==> src/core/srm_pkg.sv <==
/*
  Package for the slave registration monitor: register offsets, status bit
  positions, reset values and timing constants.
  Assumes a single 100 MHz clock domain.
*/
package srm_pkg;

  // Register word offsets
  localparam logic [3:0] SRM_OFF_OUT_MAP     = 4'h0;
  localparam logic [3:0] SRM_OFF_IN_MAP      = 4'h1;
  localparam logic [3:0] SRM_OFF_WATCH_TIME  = 4'h2;
  localparam logic [3:0] SRM_OFF_RESERVED    = 4'h3;
  localparam logic [3:0] SRM_OFF_STATUS      = 4'h4;
  localparam logic [3:0] SRM_OFF_OUT_MISSING = 4'h6;
  localparam logic [3:0] SRM_OFF_IN_MISSING  = 4'h7;
  localparam logic [3:0] SRM_OFF_OUT_UNEXP   = 4'h8;
  localparam logic [3:0] SRM_OFF_IN_UNEXP    = 4'h9;

  // Status word bit positions
  localparam int SRM_BIT_DONE    = 0;
  localparam int SRM_BIT_MISSING = 8;
  localparam int SRM_BIT_UNEXP   = 9;
  localparam int SRM_BIT_STOPPED = 10;
  localparam int SRM_BIT_ERROR   = 15;

  // Reset values and watch time upper limit
  localparam logic [15:0] SRM_RST_MAP  = 16'h0000;
  localparam logic [15:0] SRM_RST_TIME = 16'h0000;
  localparam logic [15:0] SRM_TIME_MAX = 16'hffdc;

  // Watch word counts 1 ms units by default
  localparam int SRM_TIME_UNIT_NS   = 1000000;
  localparam int SRM_CLK_PERIOD_NS  = 10;
  localparam int SRM_TICK_CYCLES    = SRM_TIME_UNIT_NS / SRM_CLK_PERIOD_NS;

  // Register bus request
  typedef struct packed {
    logic        wr;
    logic        rd;
    logic [3:0]  addr;
    logic [15:0] wdata;
  } srm_req_s;

  // Node presence from the network side
  typedef struct packed {
    logic [15:0] out_nodes;
    logic [15:0] in_nodes;
  } srm_nodes_s;

  typedef enum logic [2:0] {
    SRM_ST_WAIT  = 3'b001,
    SRM_ST_WATCH = 3'b010,
    SRM_ST_DONE  = 3'b100
  } srm_state_e;

endpackage

==> src/core/srm_monitor.sv <==
/*
  Slave registration monitor: compares joined slaves against expected-slave
  maps, times the joining window and reports completion and errors.
  Assumes node presence inputs arrive from the network logic asynchronously
  and are synchronised here; registers are reached by a simple word port.
*/
`timescale 1ns/1ps
`default_nettype none
module srm_monitor #(
  parameter int TICK_CYCLES = srm_pkg::SRM_TICK_CYCLES,
  parameter int NODES       = 16
) (
  // Clock and reset
  input  wire logic                 clk_in,
  input  wire logic                 rst_in,
  // Register port
  input  wire srm_pkg::srm_req_s    req_in,
  output logic [15:0]               rdata_out,
  // Network side
  input  wire srm_pkg::srm_nodes_s  nodes_in,
  input  wire logic                 comm_stopped_in,
  // Status
  output logic                      done_out,
  output logic                      error_out
);

  srm_pkg::srm_nodes_s nodes_meta_r;
  srm_pkg::srm_nodes_s nodes_r;
  logic                stop_meta_r;
  logic                stop_r;
  logic [15:0]         out_map_r;
  logic [15:0]         in_map_r;
  logic [15:0]         time_r;
  logic [15:0]         elapsed_r;
  srm_pkg::srm_state_e state_r;
  logic                done_r;
  logic                expired_r;
  logic [15:0]         out_miss_r;
  logic [15:0]         in_miss_r;
  logic [15:0]         out_unexp_r;
  logic [15:0]         in_unexp_r;
  logic                unexp_r;
  logic                stopped_r;
  logic                tick;
  logic [15:0]         out_absent;
  logic [15:0]         in_absent;
  logic [15:0]         out_extra;
  logic [15:0]         in_extra;
  logic                all_joined;
  logic                any_expected;
  logic                missing;
  logic [15:0]         status;

  srm_tick #(
    .TICK_CYCLES (TICK_CYCLES)
  ) u_tick (
    .clk_in   (clk_in),
    .rst_in   (rst_in),
    .tick_out (tick)
  );

  // Presence is asynchronous to this clock
  always_ff @(posedge clk_in) begin
    if (rst_in) begin
      nodes_meta_r <= '0;
      nodes_r      <= '0;
      stop_meta_r  <= 1'b0;
      stop_r       <= 1'b0;
    end else begin
      nodes_meta_r <= nodes_in;
      nodes_r      <= nodes_meta_r;
      stop_meta_r  <= comm_stopped_in;
      stop_r       <= stop_meta_r;
    end
  end

  // Per-node comparison
  genvar n;
  generate
    for (n = 0; n < NODES; n++) begin : g_node
      assign in_absent[n]  = in_map_r[n] & ~nodes_r.in_nodes[n];
      assign out_absent[n] = out_map_r[n] & ~nodes_r.out_nodes[n];
      assign in_extra[n]   = ~in_map_r[n] & nodes_r.in_nodes[n];
      assign out_extra[n]  = ~out_map_r[n] & nodes_r.out_nodes[n];
    end
  endgenerate

  assign all_joined   = (in_absent == 16'h0000) && (out_absent == 16'h0000);
  assign any_expected = (in_map_r != 16'h0000) || (out_map_r != 16'h0000);
  assign missing      = expired_r && !all_joined;

  // Register writes; reserved word is ignored
  always_ff @(posedge clk_in) begin
    if (rst_in) begin
      out_map_r <= srm_pkg::SRM_RST_MAP;
      in_map_r  <= srm_pkg::SRM_RST_MAP;
      time_r    <= srm_pkg::SRM_RST_TIME;
    end else if (req_in.wr) begin
      case (req_in.addr)
        srm_pkg::SRM_OFF_OUT_MAP: out_map_r <= req_in.wdata;
        srm_pkg::SRM_OFF_IN_MAP:  in_map_r  <= req_in.wdata;
        // Values above the top of range are clamped
        srm_pkg::SRM_OFF_WATCH_TIME: begin
          time_r <= (req_in.wdata > srm_pkg::SRM_TIME_MAX) ? srm_pkg::SRM_TIME_MAX : req_in.wdata;
        end
        default: ;
      endcase
    end
  end

  // Watch window from reset, judged on ticks only
  // Software thus has one time unit after reset to load maps and time
  always_ff @(posedge clk_in) begin
    if (rst_in) begin
      state_r   <= srm_pkg::SRM_ST_WAIT;
      elapsed_r <= 16'h0000;
      expired_r <= 1'b0;
    end else begin
      case (state_r)
        srm_pkg::SRM_ST_WAIT: begin
          state_r <= srm_pkg::SRM_ST_WATCH;
        end
        srm_pkg::SRM_ST_WATCH: begin
          if (tick) begin
            elapsed_r <= elapsed_r + 16'h0001;
            if ((elapsed_r + 16'h0001) >= time_r) begin
              expired_r <= 1'b1;
              state_r   <= srm_pkg::SRM_ST_DONE;
            end
          end
        end
        srm_pkg::SRM_ST_DONE: ;
        default: state_r <= srm_pkg::SRM_ST_WAIT;
      endcase
    end
  end

  // Completion: in window only, sticky until reset
  always_ff @(posedge clk_in) begin
    if (rst_in) begin
      done_r <= 1'b0;
    end else if (!expired_r && (state_r == srm_pkg::SRM_ST_WATCH) && all_joined && any_expected) begin
      done_r <= 1'b1;
    end
  end

  // Missing words follow live presence after expiry
  always_ff @(posedge clk_in) begin
    if (rst_in) begin
      out_miss_r <= 16'h0000;
      in_miss_r  <= 16'h0000;
    end else if (expired_r) begin
      out_miss_r <= out_absent;
      in_miss_r  <= in_absent;
    end
  end

  // Unexpected nodes are latched, never cleared by software
  always_ff @(posedge clk_in) begin
    if (rst_in) begin
      out_unexp_r <= 16'h0000;
      in_unexp_r  <= 16'h0000;
      unexp_r     <= 1'b0;
      stopped_r   <= 1'b0;
    end else begin
      out_unexp_r <= out_unexp_r | out_extra;
      in_unexp_r  <= in_unexp_r | in_extra;
      unexp_r     <= unexp_r | (|out_extra) | (|in_extra);
      stopped_r   <= stopped_r | stop_r;
    end
  end

  always_comb begin
    status                              = 16'h0000;
    status[srm_pkg::SRM_BIT_DONE]       = done_r;
    status[srm_pkg::SRM_BIT_MISSING]    = missing;
    status[srm_pkg::SRM_BIT_UNEXP]      = unexp_r;
    status[srm_pkg::SRM_BIT_STOPPED]    = stopped_r;
    status[srm_pkg::SRM_BIT_ERROR]      = missing | unexp_r | stopped_r;
  end

  // Read data and status pins registered
  always_ff @(posedge clk_in) begin
    if (rst_in) begin
      rdata_out <= 16'h0000;
      done_out  <= 1'b0;
      error_out <= 1'b0;
    end else begin
      done_out  <= done_r;
      error_out <= status[srm_pkg::SRM_BIT_ERROR];
      if (req_in.rd) begin
        case (req_in.addr)
          srm_pkg::SRM_OFF_OUT_MAP:     rdata_out <= out_map_r;
          srm_pkg::SRM_OFF_IN_MAP:      rdata_out <= in_map_r;
          srm_pkg::SRM_OFF_WATCH_TIME:  rdata_out <= time_r;
          srm_pkg::SRM_OFF_STATUS:      rdata_out <= status;
          srm_pkg::SRM_OFF_OUT_MISSING: rdata_out <= out_miss_r;
          srm_pkg::SRM_OFF_IN_MISSING:  rdata_out <= in_miss_r;
          srm_pkg::SRM_OFF_OUT_UNEXP:   rdata_out <= out_unexp_r;
          srm_pkg::SRM_OFF_IN_UNEXP:    rdata_out <= in_unexp_r;
          default:                      rdata_out <= 16'h0000;
        endcase
      end
    end
  end

endmodule
`default_nettype wire

==> src/core/srm_tick.sv <==
/*
  Time-unit tick generator for the watch timer.
  Assumes clk_in at 100 MHz and a synchronous active-high reset.
*/
`timescale 1ns/1ps
`default_nettype none
module srm_tick #(
  parameter int TICK_CYCLES = srm_pkg::SRM_TICK_CYCLES
) (
  // Clock and reset
  input  wire logic clk_in,
  input  wire logic rst_in,
  // Tick
  output logic      tick_out
);

  logic [31:0] cnt_r;

  always_ff @(posedge clk_in) begin
    if (rst_in) begin
      cnt_r    <= 32'h0000_0000;
      tick_out <= 1'b0;
    end else if (cnt_r == 32'(TICK_CYCLES - 1)) begin
      cnt_r    <= 32'h0000_0000;
      tick_out <= 1'b1;
    end else begin
      cnt_r    <= cnt_r + 32'h0000_0001;
      tick_out <= 1'b0;
    end
  end

endmodule
`default_nettype wire

==> config.mk <==
export PLATFORM = sky130hd
export DESIGN_NAME = srm_monitor
export DESIGN_NICKNAME = d
export VERILOG_FILES = /design/src/core/srm_pkg.sv /design/src/core/srm_monitor.sv /design/src/core/srm_tick.sv
export SDC_FILE = /design/constraint.sdc
export NUM_CORES = 1
export LEC_CHECK = 0
export ABC_AREA = 1
export BUFFER_PORTS_ARGS = -buffer_cell sky130_fd_sc_hd__buf_4
export CELL_PAD_IN_SITES_DETAIL_PLACEMENT = 1
export CELL_PAD_IN_SITES_GLOBAL_PLACEMENT = 2
export CORE_UTILIZATION = 35
export DETAILED_ROUTE_END_ITERATION = 16
export GPL_ROUTABILITY_DRIVEN = 0
export PLACE_DENSITY = 0.78
export SLEW_MARGIN = 20
export SYNTH_ARGS = -nofsm -noshare
export SYNTH_HDL_FRONTEND = slang
export SYNTH_SLANG_ARGS = --single-unit
==> constraint.sdc <==
create_clock -name clk_in -period 3.25 [get_ports clk_in]
set_input_delay 0.65 -clock clk_in [delete_from_list [all_inputs] [get_ports clk_in]]
set_output_delay 0.65 -clock clk_in [all_outputs]
set_load 0.01 [all_outputs]
### Word level (Yosys, flattened, before mapping)

Index checks and enable logic that the tools add are counted.

| operators by class | value |
|---|---|
| add/subtract/negate cells | 2 |
| magnitude comparators | 2 |
| eq/ne operators | 13 |
| muxes and demuxes | 6 |
| bitwise operators | 136 |
| reduce and logical (&&, ||, !) cells | 22 |

Operators by type and width:

| operator | number |
|---|---|
| 16-bit one-hot mux with 8 select lines | 1 |
| 1-bit inverter | 65 |
| 1-bit AND | 64 |
| 32-bit by 1-bit adder with 32-bit output (second input constant) | 1 |
| 32-bit by 17-bit == test with 1-bit output (second input constant) | 1 |
| 16-bit zero test | 2 |
| 16-bit OR | 2 |
| 16-bit nonzero test | 2 |
| 16-bit OR reduction | 2 |
| 16-bit by 1-bit adder with 16-bit output (second input constant) | 1 |
| 16-bit >= comparator | 1 |
| 16-bit > comparator (second input constant) | 1 |
| 16-bit 2-to-1 mux | 1 |
| 4-bit by 3-bit == test with 1-bit output (second input constant) | 3 |
| 3-bit one-hot mux with 3 select lines | 1 |
| 4-bit == test (second input constant) | 2 |
| 2-bit AND reduction | 4 |
| 3-bit 2-to-1 mux | 2 |
| 3-bit AND reduction | 2 |
| 1-bit logical AND | 5 |
| 1-bit OR | 5 |
| 4-bit by 1-bit == test with 1-bit output (second input constant) | 1 |
| 4-bit by 2-bit == test with 1-bit output (second input constant) | 1 |
| 4-bit zero test | 1 |
| other kinds (9) | 10 |

| storage, ports and cells | value |
|---|---|
| bits in registers | 252 |
| input bits | 57 |
| logic and storage cells | 205 |

### Depth between registers and ports, before layout

| logic depth | value |
|---|---|
| depth after elaboration | 9 |
| gate-level depth with buffers | 17 |
| gate-level depth less buffers | 17 |

### By module

From an unflattened synthesis, not the netlist that was laid out.

| second synthesis, totals | value |
|---|---|
| cell total of the unflattened synthesis | 1,525 |
| area, all modules | 10,918.0 um2 |

By module, submodules not included:

| module | instances | cells an instance | area each (um2) | sequential area each (um2) |
|---|---|---|---|---|
| srm_monitor | 1 | 1,194 | 8,936.1 | 4,384.2 |
| srm_tick | 1 | 331 | 1,981.9 | 660.6 |

### Worst setup path before layout

OpenSTA, ideal clock, no wires.

| timing | value |
|---|---|
| path kind | register -> register |
| start | reg elapsed_r[0] |
| end | reg expired_r |
| data arrival time | 2,270 ps |
| data required time | 3,189 ps |
| slack | 919 ps |
| cell stages (with the launch flop) | 18 |
| period minus slack after synthesis | 2,331 ps |
| cell sequence | dfxtp_1 > nand3_1 > nor3_4 > nand3_1 > nor2_1 > nand2_1 > nor2_1 > xnor2_1 > inv_1 > ha_1 > nand2_1 > inv_1 > nand3_1 > nor3_1 > nand3_1 > nand3_1 > nand3_1 > nand2_1 |

| on the way | value |
|---|---|
| word-level cells in the longest chain between the ends | 3 |

Ends and longest elaborated chain:

| item | RTL line | RTL |
|---|---|---|
| start, declared | srm_monitor.sv:34 | `logic [15:0] elapsed_r;` |
| start signal, assigned | srm_monitor.sv:125 | `elapsed_r <= elapsed_r + 16'h0001;` |
| 16-bit by 1-bit adder with 16-bit output | srm_monitor.sv:126 | `if ((elapsed_r + 16'h0001) >= time_r) begin` |
| 16-bit >= comparator | srm_monitor.sv:126 |  |
| 3-bit AND reduction (no line) | n/a |  |
| end signal, assigned | srm_monitor.sv:117 | `expired_r <= 1'b0;` |
| end signal, assigned | srm_monitor.sv:127 | `expired_r <= 1'b1;` |
| end, declared | srm_monitor.sv:37 | `logic expired_r;` |

No other way between the ends.
A chain may end at the register's enable or synchronous reset.

### Worst setup path in the final report

| timing | value |
|---|---|
| start | reg elapsed_r[4] |
| end | reg state_r[2] |

| on the way | value |
|---|---|
| word-level cells in the longest chain between the ends | 4 |

Ends and longest elaborated chain:

| item | RTL line | RTL |
|---|---|---|
| 16-bit by 1-bit adder with 16-bit output | srm_monitor.sv:126 |  |
| 16-bit >= comparator | srm_monitor.sv:126 |  |
| 2-bit != test (no line) | n/a |  |
| 3-bit AND reduction (no line) | n/a |  |
| end signal, assigned | srm_monitor.sv:121 | `state_r <= srm_pkg::SRM_ST_WATCH;` |
| end signal, assigned | srm_monitor.sv:128 | `state_r <= srm_pkg::SRM_ST_DONE;` |
| end signal, assigned | srm_monitor.sv:133 | `default: state_r <= srm_pkg::SRM_ST_WAIT;` |
| end, declared | srm_monitor.sv:35 | `srm_pkg::srm_state_e state_r;` |

No other way between the ends.

==> flow_summary.ini <==
[outcome]
status = finished, final reports clean

[synth]
syn_nets = 1499
ys_warn_count = 0
syn_inst = 1424
yosysSeqAreaShare_pct = 47.7
ys_types = 42
synth-edff-count = 0
syn_area_per_cell_um2 = 7.43
synth_top_flop_cell = dfxtp_1
ys_ff_latch = 252
synth_top_area_share_pct = 47.7
synthArstFlopShare_pct = 0
synth_area_leaders = dfxtp_1 (48%), inv_1 (9.6%), nand2_1 (8.2%)
yosysTopAreaCell = dfxtp_1
syn_area_um2 = 10600

[critical_path]
worst_ep_required_time_ps = 3740
cp-end-kind = register
worstSetupPathType = reg2reg
cp_max_fo = 5
critPathLaunchType = register
worst_r2r_path_depth = 17
critical_path_arrival_ps = 3270

[pwr]
powerDensity_nw_per_um2 = 553
p_leak_nw = 5.38
vdd.ir_drop.worst_v = 0.000410

[sta]
setup_viol = 0
finalHoldViolations = 0
min_period_ps = 2780
timing_worst_slew_pin_value_ps = 837
slew_headroom_pct = 44.1
setup-tns-final_ps = 0
hold-worst-slack_ps = 300
fin_skew_ps = 8.21
rsz0062_at_grt = false
drv_slew = 0
fin_crit_sh_pct = 85.4
fmax_mhz = 360

[finish]
fin_util_pct = 42.4
stdcell_count = 1912
n_antenna_cell = 0
layout_commonest_cell = inv_1
nets = 1577
final_cell_mix = inv_1 (270), dfxtp_1 (252), nand2_1 (230)
drive_above_1_share_pct = 10.8
synthToLayoutAreaGrowth_pct = 19.0
final_area_um2 = 12600

[route]
drtPass1Iterations = 4
wirelength_um = 34900
drc_errors = 0
route.vias.total = 9449
viasPerCell = 4.94
wl_per_cell_um = 18.2
antenna_left = 0
first_iter_violations = 535

[clock_tree]
tritoncts = done
cts_hold_buf = 0
cts_buffer_depth = 3
cts_setup_buffers = 0
h-tree-depth = 1
cts_buffers = 29
clkTransAtPathRegs_ps = 60
clk_latency_ps = 550
clockRootBuffer = clkbuf_16
cts_sinks = 252
cts_resized = 0

[global_route]
antenna_found_initial = 1
grt_max_degree = 130
grt-ovfl-total = 0
grt_pass1_wl_um = 54400
grt_pass1_vias = 9558
gr-usage-all-layers_pct = 22.9

[placed_design]
dp.cells = 1861
io_buffers = 74
post_dp_cell_area_um2 = 11600
dp_hpwl_um = 26100

[floorplanning]
core-area_um2 = 29700
die_area_um2 = 30900
die_w_um = 176
die_h_um = 176
initial_utilization_pct = 35.6
ios = 75
rows = 63

[min_path]
whs_path_depth = 3
hold_class = in2reg

[job]
max_cap_violations = 0
-- kinds of logic after synthesis --
logic type | Yosys count | share of synthesized area [%]
buffers and inverters | 320 | 11.4
flip-flops | 252 | 47.7
XOR/XNOR | 21 | 1.74
AO/OA/AOI/OAI | 287 | 15.0
AND/OR/NAND/NOR | 526 | 22.0
adder cells (fa/ha/maj) | 18 | 2.13
-- worst max-delay path, stage by stage, from the launching register on --
cell and delay [ps]:
dfxtp_1 430, inv_1 130, nor3_4 250, nand3_1 190
nor2_1 160, nand2_1 100, nor2_1 130, xnor2_1 150
inv_1 60, ha_1 290, nand2_1 70, inv_1 50
nand3_1 80, nor3_1 210, nand3_1 110, nand3_1 130
nand3_1 100, nand2_1 90
-- power by group --
part           leakage [nW]  switching [W]  total, W  internal [W]
Sequential             2.05      0.0000402   0.00322       0.00317
Clock                 0.464        0.00130   0.00332       0.00202
Combinational          2.86       0.000284  0.000429      0.000146
-- synth_stat cells, types with 6 or more instances --
master	instances
a211oi_1	8
nor4_1	12
o22ai_1	38
nand4_1	29
clkbuf_1	43
ha_1	18
o21ai_0	90
xor2_1	14
nor2_1	175
o221ai_1	7
a21oi_1	120
o31ai_1	6
nor3_1	24
xnor2_1	7
dfxtp_1	252
nand3_1	28
inv_1	270
nand2_1	230
-- metrics by stage --
stage | power, W | setup WS [ps]
floorplan | 0.00350 | 919
global placement | 0.00371 | 558
detailed placement | 0.00371 | 501
CTS | 0.00704 | 487
global route | 0.00722 | 131
finish | 0.00696 | 473
-- layout make-up --
class                           instances  area (um^2)
Clock inverter                          9          151
Inverter                              272         1020
Sequential cell                       252         5040
Tap cell                              390          488
Multi-Input combinational cell        852         4330
Fill cell                            3694        17100
Clock buffer                           42          805
Timing Repair Buffer                   95          751
-- sequential cells by signal, indices dropped and copies added (netlist names), 3 cells and up --
register / cells
out_unexp_r: 16
rdata_out: 16
out_map_r: 16
in_unexp_r: 16
nodes_meta_r: 32
elapsed_r: 16
nodes_r: 32
out_miss_r: 16
time_r: 16
state_r: 3
in_miss_r: 16
in_map_r: 16
u_tick.cnt_r: 32
-- path summary, 6_finish.rpt --
check | to | slack [ps] | from
worst min-delay path | nodes_meta_r[7] | 300 | nodes_in[7]
worst min register to register | nodes_r[4] | 400 | nodes_meta_r[4]
worst max-delay path | state_r[2] | 470 | elapsed_r[4]
worst max register to register | state_r[2] | 470 | elapsed_r[4]
-- layer usage --
layer | routed length [um] | share of wire [%] | GRT usage, %
met5 | 19 | 0.055 | 0
met4 | 875 | 2.5 | 6.67
met3 | 1520 | 4.4 | 2.90
met2 | 16000 | 46 | 37.8
met1 | 16500 | 47 | 31.3
Power figures use the tool's default switching activity.
